$ cat src/adcop_regs.svh
`ifndef ADCOP_REGS_SVH
`define ADCOP_REGS_SVH

// ----------------------------------------------------------------------
// Timing
// ----------------------------------------------------------------------
`define ADCOP_CLK_PERIOD_NS 10
`define ADCOP_CONV_TIME_NS 100
`define ADCOP_REFRESH_TIME_US 1000
`define ADCOP_LATENCY 3

// ----------------------------------------------------------------------
// Data word layout and reset values
// ----------------------------------------------------------------------
`define ADCOP_DATA_W 14
`define ADCOP_DATA_MSB 13
`define ADCOP_CODE_MOST_POS 14'h1fff
`define ADCOP_CODE_MOST_NEG 14'h2000
`define ADCOP_DATA_RST 14'h0000
`define ADCOP_FIFO_DEPTH 16

`endif

$ cat src/adcop_pkg.sv
`include "adcop_regs.svh"

package adcop_pkg;
   // ----------------------------------------------------------------------
   // Types
   // ----------------------------------------------------------------------
   typedef logic [`ADCOP_DATA_MSB:0] adcop_code_t;

   typedef enum logic [1:0] {
      ST_ACQUIRE = 2'b01,
      ST_CONVERT = 2'b10
   } adcop_state_e;
endpackage

$ cat src/adcop_stream_if.sv
// ----------------------------------------------------------------------
// Sample stream between the front end and the pipeline buffer
// ----------------------------------------------------------------------
interface adcop_stream_if #(
   parameter int WIDTH = 14,
   parameter int DEPTH = 16
);
   logic fill_valid;
   logic fill_ready;
   logic [WIDTH-1:0] fill_data;
   logic drain_valid;
   logic drain_ready;
   logic [WIDTH-1:0] drain_data;
   logic [$clog2(DEPTH+1)-1:0] level;
   logic flush;

   modport buffer_side (
      input fill_valid, fill_data, drain_ready, flush,
      output fill_ready, drain_valid, drain_data, level
   );
   modport user_side (
      output fill_valid, fill_data, drain_ready, flush,
      input fill_ready, drain_valid, drain_data, level
   );
endinterface
$ cat src/adcop_fifo.sv
module adcop_fifo #(
   parameter int WIDTH = 14,
   parameter int DEPTH = 16
) (
   // Clock and reset
   input wire logic clk,
   input wire logic rst_b,
   // Stream
   adcop_stream_if.buffer_side strm
);
   localparam int PTR_W = $clog2(DEPTH);
   localparam int LVL_W = $clog2(DEPTH+1);

   // ----------------------------------------------------------------------
   // Elaboration check
   // ----------------------------------------------------------------------
   // Pointer wrap relies on a power-of-two depth
   if (DEPTH < 2 || (DEPTH & (DEPTH-1)) != 0) begin : g_bad_depth
      $error("adcop_fifo depth must be a power of two of at least 2");
   end

   logic [WIDTH-1:0] mem [DEPTH];
   logic [PTR_W-1:0] wr_ptr_ff;
   logic [PTR_W-1:0] rd_ptr_ff;
   logic [LVL_W-1:0] level_ff;

   // Handshake decode
   wire push = strm.fill_valid & strm.fill_ready & ~strm.flush;
   wire pop = strm.drain_valid & strm.drain_ready & ~strm.flush;
   assign strm.fill_ready = (level_ff != LVL_W'(DEPTH));
   assign strm.drain_valid = (level_ff != '0);
   assign strm.drain_data = mem[rd_ptr_ff];
   assign strm.level = level_ff;

   // Storage, no reset needed on the array itself
   always_ff @(posedge clk) begin
      if (push) begin
         mem[wr_ptr_ff] <= strm.fill_data;
      end
   end

   // Pointers and fill level; flush drops everything held
   always_ff @(posedge clk) begin
      if (!rst_b || strm.flush) begin
         wr_ptr_ff <= '0;
         rd_ptr_ff <= '0;
         level_ff <= '0;
      end else begin
         wr_ptr_ff <= wr_ptr_ff + PTR_W'(push);
         rd_ptr_ff <= rd_ptr_ff + PTR_W'(pop);
         level_ff <= level_ff + LVL_W'(push) - LVL_W'(pop);
      end
   end
endmodule

$ cat src/adcop_port.sv
// Behaviour
// RQ1: Each rising conversion clock edge starts a conversion and samples the input; here an edge that meets a full buffer is dropped.
// RQ2: Busy is low during conversion, high once finished and acquiring.
// RQ3: The host latches data on busy falling or conversion clock rising.
// RQ4: Results are 14-bit two's complement, highest bit most significant.
// RQ5: Overflow flag is high only for the most positive or negative code.
// RQ6: Zero input sits between the all-zeros and all-ones codes.
// RQ7: Each result reaches the outputs three conversion starts after its sample.
// RQ8: The clock source must keep conversions above the minimum rate.
// RQ9: After a long clockless period an internal timer refreshes stored state.
// RQ10: Overflow flag updates together with the data word it qualifies.
`include "adcop_regs.svh"

module adcop_port
   import adcop_pkg::*;
#(
   parameter int REFRESH_CYC = (`ADCOP_REFRESH_TIME_US * 1000) / `ADCOP_CLK_PERIOD_NS,
   parameter int DEPTH = `ADCOP_FIFO_DEPTH
) (
   // Clock and reset
   input wire logic clk,
   input wire logic rst_b,
   // Converter pins
   input wire logic conv_clk,
   input wire logic [`ADCOP_DATA_MSB:0] sample_code,
   // Result pins
   output logic [`ADCOP_DATA_MSB:0] conversion_result_bits,
   output logic range_exceeded_flag,
   output logic busy,
   // Status
   output logic refresh_pulse
);
   // ----------------------------------------------------------------------
   // Constants and checks
   // ----------------------------------------------------------------------
   // Conversion time is a least time, so round up
   localparam int CONV_CYC =
      (`ADCOP_CONV_TIME_NS + `ADCOP_CLK_PERIOD_NS - 1) / `ADCOP_CLK_PERIOD_NS;
   localparam int CNT_W = $clog2(CONV_CYC + 1);
   localparam int IDLE_W = $clog2(REFRESH_CYC + 1);
   localparam int LVL_W = $clog2(DEPTH + 1);

   if (DEPTH < `ADCOP_LATENCY + 1 || REFRESH_CYC < 2) begin : g_bad_param
      $error("adcop_port needs a deeper buffer or a longer refresh period");
   end

   // Extreme code detector, shared by the flag and its checks
   function automatic logic is_extreme(input adcop_code_t code);
      is_extreme = (code == `ADCOP_CODE_MOST_POS) || (code == `ADCOP_CODE_MOST_NEG);
   endfunction

   // ----------------------------------------------------------------------
   // Pin synchronisers
   // ----------------------------------------------------------------------
   logic conv_meta_ff;
   logic conv_sync_ff;
   logic conv_prev_ff;
   adcop_code_t samp_meta_ff;
   adcop_code_t samp_sync_ff;

   // Sample word runs through the same depth as the clock, so they stay aligned
   always_ff @(posedge clk) begin
      if (!rst_b) begin
         conv_meta_ff <= 1'b0;
         conv_sync_ff <= 1'b0;
         conv_prev_ff <= 1'b0;
         samp_meta_ff <= `ADCOP_DATA_RST;
         samp_sync_ff <= `ADCOP_DATA_RST;
      end else begin
         conv_meta_ff <= conv_clk;
         conv_sync_ff <= conv_meta_ff;
         conv_prev_ff <= conv_sync_ff;
         samp_meta_ff <= sample_code;
         samp_sync_ff <= samp_meta_ff;
      end
   end

   // ----------------------------------------------------------------------
   // Pipeline buffer
   // ----------------------------------------------------------------------
   adcop_stream_if #(.WIDTH(`ADCOP_DATA_W), .DEPTH(DEPTH)) strm ();

   adcop_fifo #(.WIDTH(`ADCOP_DATA_W), .DEPTH(DEPTH)) u_fifo (
      .clk(clk),
      .rst_b(rst_b),
      .strm(strm)
   );

   adcop_state_e state_ff;
   adcop_state_e nxt_state;
   logic [CNT_W-1:0] conv_cnt_ff;
   logic [CNT_W-1:0] nxt_conv_cnt;
   logic [IDLE_W-1:0] idle_ff;
   logic [IDLE_W-1:0] nxt_idle;
   logic refresh_ff;

   // Start detection; a full buffer drops the start, and its sample word is lost
   wire start_edge = conv_sync_ff & ~conv_prev_ff; // RQ1
   wire start_taken = start_edge & strm.fill_ready; // RQ1
   wire conv_done = (state_ff == ST_CONVERT) && (conv_cnt_ff == '0) && !start_edge;
   // Hold back until the two later samples are in flight
   wire pop = conv_done & (strm.level >= LVL_W'(`ADCOP_LATENCY)); // RQ7
   wire idle_limit = (idle_ff == IDLE_W'(REFRESH_CYC - 1));
   wire idle_sat = (idle_ff == IDLE_W'(REFRESH_CYC));

   assign strm.fill_valid = start_edge;
   assign strm.fill_data = samp_sync_ff; // RQ1
   assign strm.drain_ready = pop;
   assign strm.flush = idle_limit & ~start_edge; // RQ9

   // ----------------------------------------------------------------------
   // Conversion sequencer
   // ----------------------------------------------------------------------
   // A taken start always restarts the conversion timer
   always_comb begin
      nxt_state = state_ff;
      nxt_conv_cnt = conv_cnt_ff;
      unique case (state_ff)
         ST_ACQUIRE: begin
            if (start_taken) begin
               nxt_state = ST_CONVERT;
               nxt_conv_cnt = CNT_W'(CONV_CYC - 1);
            end
         end
         ST_CONVERT: begin
            if (start_taken) begin
               nxt_conv_cnt = CNT_W'(CONV_CYC - 1);
            end else if (conv_done) begin
               nxt_state = ST_ACQUIRE;
            end else begin
               nxt_conv_cnt = conv_cnt_ff - CNT_W'(1);
            end
         end
      endcase
   end

   // Idle timer parks one past the limit, so a stopped clock flushes and refreshes once
   assign nxt_idle = start_edge ? '0 : (idle_sat ? idle_ff : idle_ff + IDLE_W'(1));

   always_ff @(posedge clk) begin
      if (!rst_b) begin
         state_ff <= ST_ACQUIRE;
         conv_cnt_ff <= '0;
         idle_ff <= '0;
         refresh_ff <= 1'b0;
      end else begin
         state_ff <= nxt_state;
         conv_cnt_ff <= nxt_conv_cnt;
         idle_ff <= nxt_idle; // RQ9
         refresh_ff <= strm.flush & ~refresh_ff & (idle_ff != nxt_idle); // RQ9
      end
   end

   // ----------------------------------------------------------------------
   // Output registers
   // ----------------------------------------------------------------------
   // Word and flag load in one edge so a capture never sees them split
   always_ff @(posedge clk) begin
      if (!rst_b) begin
         conversion_result_bits <= `ADCOP_DATA_RST;
         range_exceeded_flag <= 1'b0;
         busy <= 1'b1;
         refresh_pulse <= 1'b0;
      end else begin
         if (pop) begin
            // Word passes unaltered: two's complement, zero at midscale
            conversion_result_bits <= strm.drain_data; // RQ4 RQ6
            range_exceeded_flag <= is_extreme(strm.drain_data); // RQ5 RQ10
         end
         // Busy low from start until the conversion timer expires
         busy <= (nxt_state == ST_ACQUIRE); // RQ2
         refresh_pulse <= refresh_ff;
      end
   end

   // ----------------------------------------------------------------------
   // Checks
   // ----------------------------------------------------------------------
   AST_START_BUSY_LOW: assert property (@(posedge clk) disable iff (!rst_b) // RQ1
      start_taken |=> !busy && state_ff == ST_CONVERT)
      else $error("start edge did not begin a conversion");

   AST_BUSY_TRACKS_CONV: assert property (@(posedge clk) disable iff (!rst_b) // RQ2
      $fell(busy) |-> !busy[*8])
      else $error("busy rose before conversion time elapsed");

   AST_BUSY_RISE_DONE: assert property (@(posedge clk) disable iff (!rst_b) // RQ2
      $rose(busy) |-> $past(conv_done))
      else $error("busy rose without a finished conversion");

   AST_WORD_FROM_BUFFER: assert property (@(posedge clk) disable iff (!rst_b) // RQ4
      pop |=> conversion_result_bits == $past(strm.drain_data))
      else $error("result word differs from buffered sample");

   AST_FLAG_EXTREME: assert property (@(posedge clk) disable iff (!rst_b) // RQ5
      range_exceeded_flag == is_extreme(conversion_result_bits))
      else $error("overflow flag does not match the output code");

   AST_ZERO_MIDSCALE: assert property (@(posedge clk) disable iff (!rst_b) // RQ6
      pop && strm.drain_data == '0 |=> conversion_result_bits == '0 && !range_exceeded_flag)
      else $error("zero sample not presented as zero code");

   AST_LATENCY_THREE: assert property (@(posedge clk) disable iff (!rst_b) // RQ7
      pop |-> strm.level >= LVL_W'(`ADCOP_LATENCY) && conv_done)
      else $error("result released before three starts");

   AST_REFRESH_FIRES: assert property (@(posedge clk) disable iff (!rst_b) // RQ9
      strm.flush && !refresh_ff && idle_ff != nxt_idle |=> refresh_ff ##1 refresh_pulse)
      else $error("refresh did not follow the idle period");

   AST_REFRESH_ONE_CYCLE: assert property (@(posedge clk) disable iff (!rst_b) // RQ9
      refresh_pulse |=> !refresh_pulse)
      else $error("refresh pulse longer than one cycle");

   AST_FLUSH_ONCE: assert property (@(posedge clk) disable iff (!rst_b) // RQ9
      strm.flush |=> !strm.flush)
      else $error("pipeline flush repeated while idle");

   AST_BUSY_MATCHES_STATE: assert property (@(posedge clk) disable iff (!rst_b) // RQ2
      busy == (state_ff == ST_ACQUIRE))
      else $error("busy level disagrees with conversion state");

   AST_FLAG_WITH_WORD: assert property (@(posedge clk) disable iff (!rst_b) // RQ10
      $changed(range_exceeded_flag) || $changed(conversion_result_bits) |-> $past(pop))
      else $error("flag or word changed without a result load");
endmodule

$ cat config.mk
export PLATFORM = sky130hd
export DESIGN_NAME = adcop_port
export DESIGN_NICKNAME = d
export VERILOG_FILES = /design/src/adcop_pkg.sv /design/src/adcop_stream_if.sv /design/src/adcop_fifo.sv /design/src/adcop_port.sv
export VERILOG_INCLUDE_DIRS = /design/src
export SDC_FILE = /design/constraint.sdc
export NUM_CORES = 1
export LEC_CHECK = 0
export ABC_AREA = 1
export BUFFER_PORTS_ARGS = -buffer_cell sky130_fd_sc_hd__buf_2
export CAP_MARGIN = 20
export CORE_UTILIZATION = 40
export CTS_BUF_LIST = sky130_fd_sc_hd__clkbuf_4
export DETAILED_ROUTE_END_ITERATION = 7
export GPL_TIMING_DRIVEN = 0
export PLACE_DENSITY = 0.55
export SYNTH_ARGS = -nofsm -noshare
export SYNTH_HDL_FRONTEND = slang
export SYNTH_SLANG_ARGS = --single-unit
$ cat constraint.sdc
create_clock -name clk -period 3 [get_ports clk]
set_input_delay 0.3 -clock clk [delete_from_list [all_inputs] [get_ports clk]]
set_output_delay 0.3 -clock clk [all_outputs]
set_load 0.03 [all_outputs]
==> impl_metrics.env <==
export IMPL_internal_power_mw=6.90
export IMPL_yosysTopAreaCellShare_pct=52.6
export IMPL_critPathKind="flip-flop to flip-flop"
export IMPL_numPlacedInstances=1755
export IMPL_grt_usage_pct=22.5
export IMPL_ys_flop_type="edfxtp_1"
export IMPL_cts_sinks=309
export IMPL_cts_root_buffer="clkbuf_4"
export IMPL_clkTransAtPathRegs_ps=60
export IMPL_final_nets=1496
export IMPL_pre_cts_slack_ps=-600
export IMPL_cap_violations=0
export IMPL_dpl_hpwl_um=23400
export IMPL_clock_path_buffers=3
export IMPL_netlist_top_cells_area="edfxtp_1 53%, dfxtp_1 13%, nand2_1 9.6%, inv_1 6.0%, nand3_1 5.5%"
export IMPL_cts_tree="yes"
export IMPL_cellLeakagePower_nw=6.55
export IMPL_grt_ovfl_total=0
export IMPL_core_rowCount=65
export IMPL_die_h_um=181
export IMPL_initial_core_util_pct=40.6
export IMPL_cts_htree_levels=3
export IMPL_max_freq_mhz=350
export IMPL_tightest_slew_ps=957
export IMPL_wire_per_inst_um=18.6
export IMPL_synthTopCellsByCount="327 x nand2_1, 224 x edfxtp_1, 204 x inv_1"
export IMPL_layout_drive_gt1_share_pct=18.5
export IMPL_startpoint_type="flip-flop"
export IMPL_synth_nets=1337
export IMPL_outcome="finished, violations left"
export IMPL_required_ps=3600
export IMPL_ys_seq_area_share_pct=65.9
export IMPL_grt_pass1_wl_um=54400
export IMPL_top_level_ports=34
export IMPL_route_detailed_drc=2
export IMPL_io_buffer_count=33
export IMPL_r2r_setup_slack_ps=140
export IMPL_max_slew_margin_rel_pct=36.1
export IMPL_switching_share_pct=22.2
export IMPL_fin_crit_sh_pct=95.2
export IMPL_setup_viol=0
export IMPL_stdcell_count=1932
export IMPL_via_count=9540
export IMPL_clkLatencyLatePin_ps=730
export IMPL_die_x_um=181
export IMPL_ys_warn_count=0
export IMPL_grt_max_degree=17
export IMPL_ys_ff_latch=309
export IMPL_synth_edf_count=224
export IMPL_violations="DRC"
export IMPL_clockPowerShare_pct=44.2
export IMPL_fin_crit_ps=2860
export IMPL_core_um2=31500
export IMPL_avgSynthCellArea_um2=9.80
export IMPL_report_final_slew_viol_count=0
export IMPL_fin_ws_ps=143
export IMPL_vias_per_cell=4.94
export IMPL_ir_drop_mv=0.272
export IMPL_drt_first_iter_violations=682
export IMPL_hold_viol_final=0
export IMPL_hp_class="input port to flip-flop"
export IMPL_grt_pass1_vias=9345
export IMPL_ant_nets=0
export IMPL_p_seq_share_pct=52.7
export IMPL_yosysMostFrequentCell="nand2_1"
export IMPL_cellPowerDensity_nw_per_um2=581
export IMPL_worstPathArrival_ps=3460
export IMPL_async_flop_share_pct=0
export IMPL_firstDrtPassIters=8
export IMPL_die_area_um2=32700
export IMPL_antenna_found_initial=1
export IMPL_cts_made_buffers=83
export IMPL_fin_skew_ps=50.4
export IMPL_place_congestion=0.851
export IMPL_synth_cells=1305
export IMPL_path_max_fanout=4
export IMPL_p_comb_share_pct=3.0
export IMPL_p_switching_mw=1.96
export IMPL_synth_top_area_cell="edfxtp_1"
export IMPL_post_route_util_pct=48.5
export IMPL_nFillCells=2974
export IMPL_area_growth_pct=19.3
export IMPL_end_kind="flip-flop"
export IMPL_syn_cell_area_um2=12800
export IMPL_synth_cell_types=33
export IMPL_finalWirelength_um=35900
-- cells by family after synthesis --
| group | after synthesis | share of synthesized area (%) |
|---|---|---|
| AND/OR/NAND/NOR | 623 | 20.2 |
| flip-flops | 309 | 65.9 |
| buffers and inverters | 262 | 7.97 |
| AO/OA/AOI/OAI | 88 | 3.85 |
| adder cells (fa/ha/maj) | 15 | 1.53 |
| XOR/XNOR | 8 | 0.548 |
-- layout make-up --
type,count,area (um^2),share of cell area (%)
clock inverter,10,80.1,0.525
inverter,208,787,5.16
clock buffer,140,1050,6.89
buffer,53,235,1.54
sequential,309,8430,55.2
multi-input combinational,734,3480,22.8
antenna,1,2.50,0.0164
tap,402,503,3.30
timing repair buffer,75,692,4.53
-- cells in the final DEF, fill, tap and decap left out, types with 10 or more instances in the layout --
master,n
dfxtp_1,82
a21oi_1,18
o21ai_0,38
buf_4,12
nand3_1,137
o211ai_1,10
clkbuf_4,140
edfxtp_1,224
nand2_1,327
ha_1,10
nor2_1,105
clkbuf_1,17
dlygate4sd3_1,16
inv_1,196
buf_2,59
nor2_2,17
-- power groups by stage --
stage / sequential [mW] / clock [mW] / combinational [mW]
after floorplan: 4.74 / 0 / 0.149
after global placement: 4.76 / 0 / 0.211
after detailed placement: 4.76 / 0 / 0.225
after CTS: 4.67 / 4.00 / 0.249
after global routing: 4.68 / 4.22 / 0.306
final: 4.67 / 3.92 / 0.269
-- flip-flops by register name (all words and copies together), names as in the netlist, 2 cells and up --
signal and flops:
u_fifo.mem 224, samp_meta_ff 14, conv_cnt_ff 4, samp_sync_ff 14, u_fifo.wr_ptr_ff 4, idle_ff 17, state_ff 2, conversion_result_bits 14
u_fifo.rd_ptr_ff 4, u_fifo.strm.level 5
-- layer usage --
metal | global-route usage (%) | wire, um | vias to the layer above
met3 | 5.22 | 2640 | 91
met1 | 29.2 | 15400 | 4512
met2 | 36.5 | 16800 | 342
met4 | 8.51 | 1050 | 0
met5 | 0 | 0 | -
li1 | - | - | 4595
-- worst max-delay path, cell delays in order, from the launching register on --
cell        delay (ps)
dfxtp_2            380
ha_2               220
inv_1               60
o211ai_1           150
inv_1               90
a21oi_4            220
clkinvlp_4         180
nor2_4             140
ha_4               210
inv_2               60
ha_4               130
inv_2               40
fa_2               370
inv_2               80
a21oi_2             50
o21bai_1           180
or2_4              150
a21oi_1             50
-- path summary, 6_finish.rpt --
kind / start / endpoint / depth (start not counted)
max: u_fifo.strm.level[1] / u_fifo.strm.level[4] / 17
min reg2reg: samp_meta_ff[11] / samp_sync_ff[11] / 2
min: sample_code[12] / samp_meta_ff[12] / 4
max reg2reg: u_fifo.strm.level[1] / u_fifo.strm.level[4] / 17
-- repair_timing --
item,in CTS,in global routing
setup buffers,6,5
hold endpoints to repair,18,0
resized for setup,6,26
pin swaps,1,9
endpoints found under the setup margin,4,2
hold buffers,16,0
-- metrics by stage --
step                      TNS [ps]  area [um^2]  total power [mW]  hold WS [ps]
after floorplan                  0        12800              4.89           390
after global placement      -29480        13500              4.97           396
after detailed placement     -1550        13800              4.99           400
after CTS                        0        15100              8.92           224
after global routing         -60.4        15300              9.21           247
final                            0        15300              8.86           294
Note: power is estimated with default switching activity, not from simulation.
